**config.mk**
```make
export PLATFORM = sky130hd
export DESIGN_NAME = pwm_reload_and_fault_protect
export DESIGN_NICKNAME = d
export VERILOG_FILES = /design/src/rtl/pwm_reload_pkg.sv /design/src/rtl/fault_filter.sv /design/src/rtl/pwm_reload_and_fault_protect.sv
export SDC_FILE = /design/constraint.sdc
export NUM_CORES = 1
export LEC_CHECK = 0
export BUFFER_PORTS_ARGS = -buffer_cell sky130_fd_sc_hd__buf_2
export CORE_ASPECT_RATIO = 1.5
export CORE_UTILIZATION = 45
export CTS_BUF_LIST = sky130_fd_sc_hd__clkbuf_8
export DETAILED_ROUTE_END_ITERATION = 8
export HOLD_SLACK_MARGIN = 0.1
export PLACE_DENSITY = 0.68
export SYNTH_ARGS = -nofsm -noshare
export SYNTH_HDL_FRONTEND = slang
export SYNTH_SLANG_ARGS = --single-unit
```
**constraint.sdc**
```tcl
create_clock -name clk_in -period 5.1 [get_ports clk_in]
set_input_delay 1.02 -clock clk_in [delete_from_list [all_inputs] [get_ports clk_in]]
set_output_delay 1.02 -clock clk_in [all_outputs]
set_load 0.02 [all_outputs]
```
**src/rtl/pwm_reload_pkg.sv**
```systemverilog
/*
 Constants shared by the PWM reload and fault protection block:
 register offsets, field positions, reset values and counts.
 Assumes a 32-bit APB register bus with byte addresses.
*/
`default_nettype none
package pwm_reload_pkg;
   // Sizes of the block
   localparam int unsigned NUM_GEN   = 3;   // Reload flag groups
   localparam int unsigned NUM_PIN   = 6;   // PWM output pins
   localparam int unsigned NUM_FAULT = 4;   // Fault inputs
   localparam int unsigned MAP_BITS  = 4;   // Mapping bits per pin
   // Register byte offsets
   localparam logic [7:0] OFS_CTRL  = 8'h00; // Generator control
   localparam logic [7:0] OFS_RFLAG = 8'h04; // Reload flags, w1c
   localparam logic [7:0] OFS_MOD   = 8'h08; // Modulus buffer
   localparam logic [7:0] OFS_CNT   = 8'h0c; // Counter, read only
   localparam logic [7:0] OFS_VAL0  = 8'h10; // Value buffers 0..5
   localparam logic [7:0] OFS_FCTL  = 8'h28; // Fault control
   localparam logic [7:0] OFS_FFLAG = 8'h2c; // Fault flags, w1c
   localparam logic [7:0] OFS_DMAP  = 8'h30; // Disable mapping
   localparam logic [7:0] OFS_OCTL  = 8'h34; // Software outputs
   // Control register fields
   localparam int unsigned CTRL_EN       = 0;  // generator_enable
   localparam int unsigned CTRL_LOAD_OKAY     = 1;  // load_okay
   localparam int unsigned CTRL_HALF     = 2;  // Half-cycle reload
   localparam int unsigned CTRL_CENTER   = 3;  // Center-aligned
   localparam int unsigned CTRL_LOAD_FREQUENCY_SEL_LSB = 4;  // load_frequency_sel
   localparam int unsigned CTRL_PRSC_LSB = 8;  // Prescaler select
   localparam int unsigned CTRL_RIE_LSB  = 10; // reload_irq_en
   localparam int unsigned CTRL_CORR     = 13; // Current correction
   // Fault control, fault flag and output control fields
   localparam int unsigned FCTL_PINEN_LSB = 0;  // fault_pin_enable
   localparam int unsigned FCTL_FIE_LSB   = 4;  // fault_irq_en
   localparam int unsigned FCTL_AUTO_LSB  = 8;  // fault_auto_clear
   localparam int unsigned FCTL_QUAL_LSB  = 12; // fault_filter_qual
   localparam int unsigned FFLAG_LVL_LSB  = 4;  // Filtered levels
   localparam int unsigned OCTL_LVL_LSB   = 8;  // sw_output_level
   // Reset values
   localparam logic [31:0] CTRL_RST = 32'h0000_0000;
   localparam logic [31:0] MOD_RST  = 32'h0000_0100;
   localparam logic [31:0] REG_RST  = 32'h0000_0000;
   // Fault filter sampling
   localparam logic [1:0] SAMPLE_LAST = 2'h3; // Every four cycles
endpackage
`default_nettype wire

```
**src/rtl/fault_filter.sv**
```systemverilog
/*
 Sample filter for one fault input: two-flop synchroniser,
 sampling once every four cycles, consecutive-one qualifier.
 Assumes the pin is asynchronous to clk_in.
*/
`timescale 1ns/1ps
`default_nettype none
module fault_filter
   import pwm_reload_pkg::*;
(
   input  wire logic       clk_in,
   input  wire logic       rst_n_in,
   input  wire logic       ce_in,
   input  wire logic       enable_in,
   input  wire logic [1:0] qual_in,
   input  wire logic       pin_in,
   output logic            fault_out
);
   logic       sync1_q;  // First synchroniser stage
   logic       sync2_q;  // Second synchroniser stage
   logic [1:0] div_q;    // Sample spacing counter
   logic [2:0] run_q;    // Consecutive high samples
   logic [2:0] need;     // Samples needed to qualify

   assign need = {1'b0, qual_in} + 3'h1;

   // Synchroniser, read only through the second stage
   always_ff @(posedge clk_in) begin
      if (!rst_n_in) begin
         sync1_q <= 1'b0;
         sync2_q <= 1'b0;
      end else if (ce_in) begin
         sync1_q <= pin_in;
         sync2_q <= sync1_q;
      end
   end

   // Sample filter and fault decision
   always_ff @(posedge clk_in) begin
      if (!rst_n_in) begin
         div_q     <= 2'h0;
         run_q     <= 3'h0;
         fault_out <= 1'b0;
      end else if (ce_in) begin
         div_q <= div_q + 2'h1;
         if (!enable_in) begin
            run_q     <= 3'h0;
            fault_out <= 1'b0;
         end else if (qual_in == 2'h0) begin
            fault_out <= sync2_q;               // Unfiltered level
         end else if (div_q == SAMPLE_LAST) begin
            if (!sync2_q) begin
               run_q     <= 3'h0;
               fault_out <= 1'b0;
            end else if (run_q + 3'h1 >= need) begin
               run_q     <= need;
               fault_out <= 1'b1;
            end else begin
               run_q <= run_q + 3'h1;
            end
         end
      end
   end
endmodule // fault_filter
`default_nettype wire

```
**src/rtl/pwm_reload_and_fault_protect.sv**
```systemverilog
/*
 PWM timebase with reload scheduling, reload flags, enable and
 initialisation behaviour, output pin control and fault protection,
 with an APB register slave. Assumes one clock, synchronous reset,
 fault pins asynchronous and active high.
*/
// Our own choices: the register addresses and the APB register port.
// Summary of operation
// - Reload once every 1 to 16 opportunities
// - Frequency setting taken at every opportunity
// - Center half mode: opportunity also at modulus
// - Otherwise opportunities only at cycle start
// - Half-cycle modulus load forces count modulus-1
// - Each reload sets the reload flag
// - Reload flag requests interrupt when enabled
// - Enable sets flag; loads buffers if okay
// - First enable without okay: divide one, zero
// - Re-enable without okay keeps last parameters
// - Odd values drive pairs in first cycle
// - Disabled outputs tri-state unless software-driven
// - Disable clears counter, zeroes generator, keeps flags
// - Each fault maps to any output pins
// - Fault blocks pins only, counter keeps running
// - Faults latch while disabled unless pin off
// - Filter samples every four cycles, qualifies run
// - Fault sets flag; write one clears
// - Fault request holds until flag or enable cleared
// - Auto mode re-enables at half cycle when low
// - Manual faults 0,2 re-enable per qualifier
// - Manual faults 1,3 need clear and low
`timescale 1ns/1ps
`default_nettype none
module pwm_reload_and_fault_protect
   import pwm_reload_pkg::*;
#(
   parameter int unsigned CW = 16            // Counter width
)(
   input  wire logic                 clk_in,
   input  wire logic                 rst_n_in,
   input  wire logic                 ce_in,
   input  wire logic [7:0]           paddr_in,
   input  wire logic                 psel_in,
   input  wire logic                 penable_in,
   input  wire logic                 pwrite_in,
   input  wire logic [31:0]          pwdata_in,
   input  wire logic [NUM_FAULT-1:0] fault_input_in,
   output logic      [31:0]          prdata_out,
   output logic                      pready_out,
   output logic                      pslverr_out,
   output logic      [NUM_PIN-1:0]   pwm_out,
   output logic      [NUM_PIN-1:0]   pwm_oe_out,
   output logic      [NUM_GEN-1:0]   reload_irq_out,
   output logic                      fault_irq_out
);
   // Refuse widths the registers cannot hold
   if (CW < 4 || CW > 16) begin : g_bad_cw
      $error("CW must be 4 to 16");
   end

   // Software-written configuration
   logic                  en_q;          // generator_enable
   logic                  load_okay_q;        // load_okay
   logic                  half_q;        // Half-cycle reloads
   logic                  center_q;      // Center-aligned mode
   logic [3:0]            load_frequency_sel_q;        // load_frequency_sel
   logic [1:0]            prsc_q;        // Buffered prescaler
   logic [NUM_GEN-1:0]    rie_q;         // reload_irq_en
   logic                  corr_q;        // Current correction
   logic [CW-1:0]         mod_buf_q;     // Buffered modulus
   logic [CW-1:0]         val_buf_q [6]; // Buffered values
   logic [NUM_FAULT-1:0]  pinen_q;       // fault_pin_enable
   logic [NUM_FAULT-1:0]  fie_q;         // fault_irq_en
   logic [NUM_FAULT-1:0]  fauto_q;       // fault_auto_clear
   logic [7:0]            qual_q;        // fault_filter_qual
   logic [NUM_PIN*4-1:0]  dmap_q;        // Disable mapping
   logic [NUM_PIN-1:0]    swctl_q;       // sw_output_ctl
   logic [NUM_PIN-1:0]    swlvl_q;       // sw_output_level
   // Generator state
   logic [CW-1:0]         mod_act_q;     // Active modulus
   logic [CW-1:0]         val_act_q [6]; // Active values
   logic [1:0]            prsc_act_q;    // Active prescaler
   logic [3:0]            load_frequency_sel_act_q;    // Active frequency
   logic [3:0]            opp_cnt_q;     // Opportunities seen
   logic [2:0]            presc_q;       // Prescaler count
   logic [CW-1:0]         cnt_q;         // PWM counter
   logic                  up_q;          // Count direction
   logic                  first_q;       // No enable since reset
   logic                  fc_q;          // First cycle after enable
   logic [NUM_GEN-1:0]    rflag_q;       // reload_flag
   // Fault state
   logic [NUM_FAULT-1:0]  filt;          // Filtered fault levels
   logic [NUM_FAULT-1:0]  filt_d1_q;     // Delayed filtered level
   logic [NUM_FAULT-1:0]  fflag_q;       // fault_flag
   logic [NUM_FAULT-1:0]  lat_q;         // Latched pin disable
   // Bus handshake
   logic                  acc_q;         // Answer pending
   // Combinational terms
   logic                  wr;            // Write commits now
   logic [5:0]            widx;          // Word index of access
   logic                  en_rise;       // Enable being set
   logic                  tick;          // Prescaled count step
   logic [2:0]            plim;          // Prescaler last value
   logic                  start_ev;      // PWM cycle start
   logic                  half_ev;       // Count reaches modulus
   logic                  opp;           // Reload opportunity
   logic                  rl;            // Reload cycle
   logic                  ld_now;        // Transfer buffers now
   logic                  hb;            // Fault clear boundary
   logic [NUM_PIN-1:0]    gen;           // Generator outputs
   logic [NUM_PIN-1:0]    dis;           // Fault pin disables
   logic [31:0]           rd;            // Read data mux
   logic                  hit;           // Mapped address

   assign widx = paddr_in[7:2];
   assign wr   = psel_in & penable_in & acc_q & pwrite_in & hit;
   assign en_rise = wr & (paddr_in == OFS_CTRL)
                  & pwdata_in[CTRL_EN] & ~en_q;

   // APB read decode and mapped-address check
   always_comb begin
      rd  = 32'h0;
      hit = 1'b1;
      case (paddr_in)
         OFS_CTRL:  rd = {18'h0, corr_q, rie_q, prsc_q, load_frequency_sel_q,
                          center_q, half_q, load_okay_q, en_q};
         OFS_RFLAG: rd = {29'h0, rflag_q};
         OFS_MOD:   rd = {{(32-CW){1'b0}}, mod_buf_q};
         OFS_CNT:   rd = {{(32-CW){1'b0}}, cnt_q};
         OFS_FCTL:  rd = {12'h0, qual_q, fauto_q, fie_q, pinen_q};
         OFS_FFLAG: rd = {24'h0, filt, fflag_q};
         OFS_DMAP:  rd = {8'h0, dmap_q};
         OFS_OCTL:  rd = {18'h0, swlvl_q, 2'h0, swctl_q};
         default: begin
            // Value buffers occupy six consecutive words
            if (paddr_in[1:0] == 2'h0 && widx >= OFS_VAL0[7:2]
                && widx < OFS_VAL0[7:2] + 6'h6) begin
               rd = {{(32-CW){1'b0}},
                     val_buf_q[3'(widx - OFS_VAL0[7:2])]};
            end else begin
               hit = 1'b0;
            end
         end
      endcase
   end

   // APB answer: zero wait states, registered data
   always_ff @(posedge clk_in) begin
      if (!rst_n_in) begin
         acc_q       <= 1'b0;
         pready_out  <= 1'b0;
         pslverr_out <= 1'b0;
         prdata_out  <= REG_RST;
      end else if (ce_in) begin
         acc_q       <= psel_in & ~penable_in;
         pready_out  <= psel_in & ~penable_in;
         pslverr_out <= psel_in & ~penable_in & ~hit;
         if (psel_in & ~penable_in & ~pwrite_in)
            prdata_out <= rd;
      end
   end

   // Configuration written by software
   always_ff @(posedge clk_in) begin
      if (!rst_n_in) begin
         en_q      <= CTRL_RST[CTRL_EN];
         half_q    <= CTRL_RST[CTRL_HALF];
         center_q  <= CTRL_RST[CTRL_CENTER];
         load_frequency_sel_q    <= CTRL_RST[CTRL_LOAD_FREQUENCY_SEL_LSB +: 4];
         prsc_q    <= CTRL_RST[CTRL_PRSC_LSB +: 2];
         rie_q     <= CTRL_RST[CTRL_RIE_LSB +: NUM_GEN];
         corr_q    <= CTRL_RST[CTRL_CORR];
         mod_buf_q <= MOD_RST[CW-1:0];
         pinen_q   <= REG_RST[3:0];
         fie_q     <= REG_RST[3:0];
         fauto_q   <= REG_RST[3:0];
         qual_q    <= REG_RST[7:0];
         dmap_q    <= REG_RST[23:0];
         swctl_q   <= REG_RST[5:0];
         swlvl_q   <= REG_RST[5:0];
         for (int i = 0; i < 6; i++) val_buf_q[i] <= REG_RST[CW-1:0];
      end else if (ce_in && wr) begin
         case (paddr_in)
            OFS_CTRL: begin
               en_q     <= pwdata_in[CTRL_EN];
               half_q   <= pwdata_in[CTRL_HALF];
               center_q <= pwdata_in[CTRL_CENTER];
               load_frequency_sel_q   <= pwdata_in[CTRL_LOAD_FREQUENCY_SEL_LSB +: 4];
               prsc_q   <= pwdata_in[CTRL_PRSC_LSB +: 2];
               rie_q    <= pwdata_in[CTRL_RIE_LSB +: NUM_GEN];
               corr_q   <= pwdata_in[CTRL_CORR];
            end
            OFS_MOD:  mod_buf_q <= pwdata_in[CW-1:0];
            OFS_FCTL: begin
               pinen_q <= pwdata_in[FCTL_PINEN_LSB +: 4];
               fie_q   <= pwdata_in[FCTL_FIE_LSB +: 4];
               fauto_q <= pwdata_in[FCTL_AUTO_LSB +: 4];
               qual_q  <= pwdata_in[FCTL_QUAL_LSB +: 8];
            end
            OFS_DMAP: dmap_q <= pwdata_in[23:0];
            OFS_OCTL: begin
               swctl_q <= pwdata_in[5:0];
               swlvl_q <= pwdata_in[OCTL_LVL_LSB +: 6];
            end
            default: begin
               // Remaining hits are the value buffers
               if (paddr_in != OFS_RFLAG && paddr_in != OFS_CNT
                   && paddr_in != OFS_FFLAG)
                  val_buf_q[3'(widx - OFS_VAL0[7:2])] <=
                     pwdata_in[CW-1:0];
            end
         endcase
      end
   end

   // Timebase events
   assign plim  = 3'((4'h1 << prsc_act_q) - 4'h1);
   assign tick  = en_q & (presc_q == plim);
   assign half_ev  = tick & center_q & up_q
                   & (cnt_q == mod_act_q - CW'(1));
   assign start_ev = tick & (center_q ? (~up_q & cnt_q == CW'(1))
                                      : (cnt_q == mod_act_q - CW'(1)));
   assign opp = start_ev | (half_ev & half_q);
   assign rl  = opp & (opp_cnt_q == load_frequency_sel_act_q);
   assign ld_now = load_okay_q & (rl | en_rise);

   // Load okay: software sets, a transfer clears
   always_ff @(posedge clk_in) begin
      if (!rst_n_in) begin
         load_okay_q <= CTRL_RST[CTRL_LOAD_OKAY];
      end else if (ce_in) begin
         if (wr && paddr_in == OFS_CTRL && pwdata_in[CTRL_LOAD_OKAY])
            load_okay_q <= 1'b1;
         else if (ld_now)
            load_okay_q <= 1'b0;
      end
   end

   // Prescaler and up/down counter
   always_ff @(posedge clk_in) begin
      if (!rst_n_in) begin
         presc_q <= 3'h0;
         cnt_q   <= '0;
         up_q    <= 1'b1;
      end else if (ce_in) begin
         if (!en_q) begin
            presc_q <= 3'h0;
            cnt_q   <= '0;
            up_q    <= 1'b1;
         end else if (tick) begin
            presc_q <= 3'h0;
            if (half_ev && rl && load_okay_q) begin
               cnt_q <= mod_buf_q - CW'(1);
               up_q  <= 1'b0;
            end else if (center_q) begin
               if (up_q) begin
                  cnt_q <= cnt_q + CW'(1);
                  up_q  <= (cnt_q + CW'(1) != mod_act_q);
               end else begin
                  cnt_q <= cnt_q - CW'(1);
                  up_q  <= (cnt_q == CW'(1));
               end
            end else begin
               cnt_q <= start_ev ? '0 : cnt_q + CW'(1);
            end
         end else begin
            presc_q <= presc_q + 3'h1;
         end
      end
   end

   // Reload opportunity counting
   always_ff @(posedge clk_in) begin
      if (!rst_n_in) begin
         opp_cnt_q  <= 4'h0;
         load_frequency_sel_act_q <= CTRL_RST[CTRL_LOAD_FREQUENCY_SEL_LSB +: 4];
      end else if (ce_in) begin
         if (!en_q) begin
            opp_cnt_q <= 4'h0;
         end else if (opp) begin
            load_frequency_sel_act_q <= load_frequency_sel_q;
            opp_cnt_q  <= rl ? 4'h0 : opp_cnt_q + 4'h1;
         end
      end
   end

   // Active parameters and first-enable defaults
   always_ff @(posedge clk_in) begin
      if (!rst_n_in) begin
         mod_act_q  <= MOD_RST[CW-1:0];
         prsc_act_q <= CTRL_RST[CTRL_PRSC_LSB +: 2];
         first_q    <= 1'b1;
         for (int i = 0; i < 6; i++) val_act_q[i] <= REG_RST[CW-1:0];
      end else if (ce_in) begin
         if (en_rise)
            first_q <= 1'b0;
         if (ld_now) begin
            mod_act_q  <= mod_buf_q;
            prsc_act_q <= prsc_q;
            for (int i = 0; i < 6; i++) val_act_q[i] <= val_buf_q[i];
         end else if (en_rise && first_q) begin
            prsc_act_q <= 2'h0;
            for (int i = 0; i < 6; i++) val_act_q[i] <= '0;
         end
         // Re-enable without load okay keeps old values
      end
   end

   // Reload flags: set wins over write-one-to-clear
   always_ff @(posedge clk_in) begin
      if (!rst_n_in) begin
         rflag_q <= REG_RST[NUM_GEN-1:0];
         fc_q    <= 1'b0;
      end else if (ce_in) begin
         rflag_q <= (rflag_q & ~((wr && paddr_in == OFS_RFLAG)
                     ? pwdata_in[NUM_GEN-1:0] : 3'h0))
                  | {NUM_GEN{rl | en_rise}};
         if (en_rise)
            fc_q <= 1'b1;
         else if (start_ev || !en_q)
            fc_q <= 1'b0;
      end
   end

   // Generator outputs per complementary pair
   always_comb begin
      for (int p = 0; p < 3; p++) begin
         gen[2*p] = en_q & (cnt_q < ((corr_q & fc_q)
                    ? val_act_q[2*p+1] : val_act_q[2*p]));
         gen[2*p+1] = en_q & ~gen[2*p];
      end
   end

   // Fault input filters
   for (genvar f = 0; f < NUM_FAULT; f++) begin : g_filt
      fault_filter u_filt (
         .clk_in    (clk_in),
         .rst_n_in  (rst_n_in),
         .ce_in     (ce_in),
         .enable_in (pinen_q[f]),
         .qual_in   (qual_q[2*f +: 2]),
         .pin_in    (fault_input_in[f]),
         .fault_out (filt[f])
      );
   end

   // Half-cycle boundary, or every cycle while disabled
   assign hb = en_q ? (start_ev | half_ev) : 1'b1;

   // Fault flags and latched pin disables
   always_ff @(posedge clk_in) begin
      if (!rst_n_in) begin
         filt_d1_q <= 4'h0;
         fflag_q   <= 4'h0;
         lat_q     <= 4'h0;
      end else if (ce_in) begin
         filt_d1_q <= filt;
         for (int f = 0; f < NUM_FAULT; f++) begin
            // Flag: detection beats a same-cycle clear
            if (filt[f] && !filt_d1_q[f])
               fflag_q[f] <= 1'b1;
            else if (wr && paddr_in == OFS_FFLAG && pwdata_in[f])
               fflag_q[f] <= 1'b0;
            // Pin disable latch
            if (!pinen_q[f])
               lat_q[f] <= 1'b0;
            else if (filt[f] && !filt_d1_q[f])
               lat_q[f] <= 1'b1;
            else if (fauto_q[f])
               lat_q[f] <= lat_q[f] & ~(~filt[f] & hb);
            else if (f % 2 == 0)
               lat_q[f] <= lat_q[f] & ~(~fflag_q[f]
                  & ((qual_q[2*f +: 2] == 2'h0) ? ~filt[f] : hb));
            else
               lat_q[f] <= lat_q[f]
                  & ~(~fflag_q[f] & ~filt[f] & hb);
         end
      end
   end

   // Fault mapping onto pins; generator untouched
   always_comb begin
      for (int i = 0; i < NUM_PIN; i++)
         dis[i] = |(lat_q & dmap_q[MAP_BITS*i +: MAP_BITS]);
   end

   // Registered pins and interrupt requests
   always_ff @(posedge clk_in) begin
      if (!rst_n_in) begin
         pwm_out        <= '0;
         pwm_oe_out     <= '0;
         reload_irq_out <= '0;
         fault_irq_out  <= 1'b0;
      end else if (ce_in) begin
         for (int i = 0; i < NUM_PIN; i++) begin
            // Drive only when enabled or software-driven
            pwm_oe_out[i] <= (en_q | swctl_q[i]) & ~dis[i];
            pwm_out[i]    <= (en_q | swctl_q[i]) & ~dis[i]
                           & (swctl_q[i] ? swlvl_q[i] : gen[i]);
         end
         reload_irq_out <= rflag_q & rie_q;
         fault_irq_out  <= |(fflag_q & fie_q);
      end
   end
endmodule // pwm_reload_and_fault_protect
`default_nettype wire

```
**Word-level counts from Yosys, hierarchy flattened**

Memories as Yosys holds them, arrays and structs flattened.
Cells that the tools add are included.

- Add/sub/neg operators: 20
- Order comparisons: 9
- Equality and inequality tests: 38
- Shift-type cells: 1
- Multiplexer cells: 130
- Bitwise logic cells: 118
- Reductions and logical operators: 76

Operator list:

| cell | count |
|---|---|
| 16-bit two-way mux | 23 |
| 24-bit one-hot mux with 8 select lines | 1 |
| 1-bit two-way mux | 77 |
| 3-bit two-way mux | 24 |
| 1-bit AND | 56 |
| 16-bit less-than comparator | 3 |
| 16-bit by 1-bit subtractor with 16-bit output, second input constant | 3 |
| 2-bit AND reduction | 17 |
| 8-bit by 6-bit == test with 1-bit output, second input constant | 4 |
| 1-bit inverter | 30 |
| 3-bit AND reduction | 10 |
| 4-bit AND | 7 |
| 4-bit OR reduction | 7 |
| 1-bit OR | 21 |
| 1-bit logical AND | 20 |
| 16-bit by 1-bit adder with 16-bit output, second input constant | 1 |
| 16-bit by 1-bit == test with 1-bit output, second input constant | 1 |
| 16-bit == test | 1 |
| 8-bit by 4-bit == test with 1-bit output, second input constant | 2 |
| 16-bit != test | 1 |
| 4-bit != test, second input constant | 4 |
| 16-bit OR reduction | 1 |
| 3-bit by 1-bit adder with 3-bit output, second input constant | 5 |
| 3-bit by 1-bit != test with 1-bit output, second input constant | 5 |
| other kinds (30) | 68 |

- Flip-flop bits (word level): 231
- Memory bits (writable): 192
- Input bits: 50
- Output and inout bits: 50
- Logic and storage cells: 453
- Memories kept: 2

Memories:

| memory | words | bits a word | read ports | clocked after memory_dff | wr ports | line | RTL |
|---|---|---|---|---|---|---|---|
| val_act_q | 6 | 16 | 6 | 0 | 6 | pwm_reload_and_fault_protect.sv:80 | `logic [CW-1:0] val_act_q [6];` |
| val_buf_q | 6 | 16 | 7 | 0 | 6 | pwm_reload_and_fault_protect.sv:70 | `logic [CW-1:0] val_buf_q [6];` |

**Logic depth before layout (Yosys ltp)**

- Depth after elaboration: 18
- Depth in mapped cells: 13
- Gate-level depth less buffers: 11

**By module**

A second synthesis with hierarchy kept.

- Cells, all modules: 2227
- Area, all modules: 23312.4 um^2

Modules (own cells, without submodules):

| module | times used | cells an instance | area each (um^2) | seq. area each (um^2) |
|---|---|---|---|---|
| pwm_reload_and_fault_protect | 1 | 1995 | 21080.2 | 10550.1 |
| fault_filter | 4 | 58 | 558.0 | 160.2 |

**Worst setup path before layout**

No wires, ideal clock.

- Path kind: in2reg
- Start: input port paddr_in[7]
- End: memory val_act_q[0][0] (enable)
- Library setup time: 0.437 ns
- Arrival time: 4.853 ns
- Setup slack: -0.191 ns
- Stages: 10
- Buffers on the path: 3
- Cells stage by stage: or4_1 > clkbuf_1 > or3_1 > clkbuf_1 > nor3_2 > and3_1 > a21oi_1 > o21ai_1 > buf_2 > a211o_1

RTL lines:

| item | line | RTL |
|---|---|---|
| from (decl) | pwm_reload_and_fault_protect.sv:41 | `input wire logic [7:0] paddr_in,` |
| to (decl) | pwm_reload_and_fault_protect.sv:80 |  |

==> results.py <==
metrics = {
    "status": {
        "status": "complete, no violations",
    },
    "route": {
        "drc": 0,
        "dr.pass1.iters": 7,
        "wire_per_inst_um": 23.1,
        "antenna_left": 0,
        "vias": 18800,
        "drtIter0Drc": 1763,
        "wl_um": 71600,
        "via_per_inst": 6.07,
    },
    "synthesis": {
        "synth.distinct_cells": 84,
        "synth-adder-area-share_pct": 4.47,
        "syn_area_sq_um": 22400,
        "yosysSeqAreaShare_pct": 45.9,
        "synth_top_family_by_area": "compound AO/OA/AOI/OAI gates",
        "syn_avg_cell_area_sq_um": 9.41,
        "synth_top_area_share_pct": 26.0,
        "synth-simple-area-share_pct": 16.6,
        "yosys_warnings": 0,
        "synth_edf_count": 194,
        "yosys.area.top_type": "edfxtp_1",
        "synth_seq_cells": 417,
        "synth.most_common_cell": "nand2_1",
        "ys_async_sr_fraction_pct": 0,
        "synthMuxAreaShare_pct": 6.61,
        "netlist_top_cells_count": "332 x nand2_1, 223 x dfxtp_1, 195 x a21oi_1",
        "synth_area_leaders": "edfxtp_1 26%, dfxtp_1 20%, nand2_1 5.6%, mux2i_1 4.6%, ha_1 4.5%",
        "synthFlopType": "dfxtp_1",
        "synth_xor_area_share_pct": 2.84,
        "netlist_instances": 2381,
        "synth_compound_area_share_pct": 17.4,
    },
    "clock_tree": {
        "clk_pin_slew_worst_paths_ps": 70,
        "ctsResizeCount": 0,
        "cts.sinks": 417,
        "cts-htree-levels": 2,
        "cts.path.max_buffers": 3,
        "cts_hold_buf": 0,
        "cts_post_setup_buffers_inserted": 0,
        "clk_latency_ps": 640,
        "tritoncts": "done",
        "cts_made_buffers": 58,
        "clock-root-buffer": "clkbuf_8",
    },
    "placed_design": {
        "gp_congestion": 0.953,
        "port_buffers": 83,
        "dp_hpwl_um": 50300,
        "place_area_sq_um": 23400,
        "place_inst": 2992,
    },
    "layout": {
        "finalNonFillerCells": 3100,
        "area_delta_synth_final_pct": 9.85,
        "regArea_sq_um": 10300,
        "multi_input_area_sq_um": 10800,
        "nNetsFinal": 2526,
        "postLayoutCellArea_sq_um": 24600,
        "fillers": 4528,
        "drive_gt1_share_pct": 11.8,
    },
    "floorplanning": {
        "rows": 99,
        "core_area_sq_um": 48900,
        "die_w_um": 184,
        "start_util_pct": 45.8,
        "die_area_sq_um": 50700,
        "die_y_um": 275,
        "ios": 100,
    },
    "timing": {
        "finalSetupViolCount": 0,
        "fin_tns_setup_ps": 0,
        "relSlewSlack_pct": 27.6,
        "fin_skew_ps": 38.1,
        "drv_slew": 0,
        "fmax_mhz": 238,
        "tightest_slew_ps": 1090,
        "min_period_over_period_pct": 82.5,
        "rsz0062_at_grt": "no",
        "finalCriticalPeriod_ps": 4210,
        "hold_viol": 0,
    },
    "grt": {
        "grt_usage_pct": 28.3,
        "grt_pass1_vias": 18600,
        "grt_max_degree": 175,
        "antenna_found_initial": 2,
        "grt_pass1_wl_um": 109000,
        "grt-ovfl-total": 0,
    },
    "worst_hold_path": {
        "hold_class": "reg -> reg",
    },
    "worst_setup_path": {
        "crit_type": "reg -> reg",
        "required_ps": 5480,
        "cp-end-kind": "flip-flop",
        "cp.arrival_ps": 4590,
        "cp_max_fo": 99,
        "r2r_slack_ps": 890,
        "cp-start-kind": "flip-flop",
    },
    "pwr": {
        "p_per_area_nw_per_um2": 271,
        "irDropWorstVdd_mv": 0.259,
        "p_leak_nw": 9.59,
    },
    "run": {
        "cap_violations": 0,
    },
}
[flip-flops by register name (all words and copies together), names as in the netlist, 8 cells and up]
name,flops
val_buf_q,98
qual_q,8
g_filt.u_filt.div_q,8
mod_buf_q,16
dmap_q,24
g_filt.u_filt.run_q,12
prdata_out,24
val_act_q,96
cnt_q,16
mod_act_q,16
[final cells by class]
class / instances / share of cell area, %
clock buffers: 66 / 3.69
well taps: 656 / 3.33
diodes: 1 / 0.0102
clock inverters: 41 / 1.17
inverters: 155 / 2.39
flip-flops and latches: 417 / 41.8
multi-input cells: 1621 / 44.0
repair buffers: 143 / 3.62
[metrics by stage]
stage          util, %  hold slack [ps]  setup WS, ps  total power, mW
2_1_floorplan        -              444           566             3.88
3_3_place_gp      47.9              441           810             4.02
3_5_place_dp      47.9              450           645             4.03
4_1_cts           50.3              462          1040             6.69
5_1_grt           50.3              490           627             6.86
6_report          50.3              460           892             6.67
[power by group]
group / total, mW / switching (mW) / leakage, nW / internal (mW)
combinational: 0.367 / 0.266 / 5.13 / 0.101
sequential: 3.59 / 0.0337 / 3.80 / 3.56
clock: 2.71 / 1.32 / 0.670 / 1.39
[final timing paths]
kind / start / end / depth (start not counted)
worst max-delay path: mod_act_q[1] / val_act_q[0][13] / 11
worst min-delay path: prdata_out[21] / prdata_out[21] / 2
worst max register to register: mod_act_q[1] / val_act_q[0][13] / 11
worst min register to register: prdata_out[21] / prdata_out[21] / 2
[logic make-up (layout without fill, tap and decap cells)]
group | count (synthesis) | in the layout
buf+inv | 352 | 405
flops | 417 | 417
mux | 124 | 124
simple gates | 775 | 775
fa+ha+maj | 80 | 80
other cells | 1 | 11
compound gates | 561 | 561
xor+xnor | 71 | 71
[critical path: stages, from the launching register on]
cell	delay, ps
dfxtp_1	580
inv_1	80
ha_1	290
and2_1	220
o21ai_0	160
a31oi_1	160
o21bai_1	180
or4_1	600
nor3_1	480
o21ai_4	90
buf_4	410
a2111oi_0	620
[per-layer routing]
layer	vias to the layer above	global-route usage (%)	share of wire (%)
li1	8588	-	-
met1	9073	31.7	36
met2	885	49.4	49
met3	264	3.80	7.5
met4	0	20.6	7.7
met5	-	0	0
[cells in the final DEF, fill, tap and decap left out, types with 41 or more instances in the layout]
master / synthesis / routed
inv_1: 153 / 163
nor2_1: 119 / 119
buf_4: 9 / 58
clkbuf_8: 0 / 66
edfxtp_1: 194 / 194
nor3_1: 43 / 41
nand2_1: 332 / 331
a21oi_1: 195 / 195
ha_1: 80 / 80
o21ai_0: 68 / 63
buf_2: 17 / 83
mux2i_1: 103 / 103
and2_1: 111 / 111
dfxtp_1: 223 / 223
a2111oi_0: 50 / 50
No activity file was read; power rests on OpenSTA's default activity.
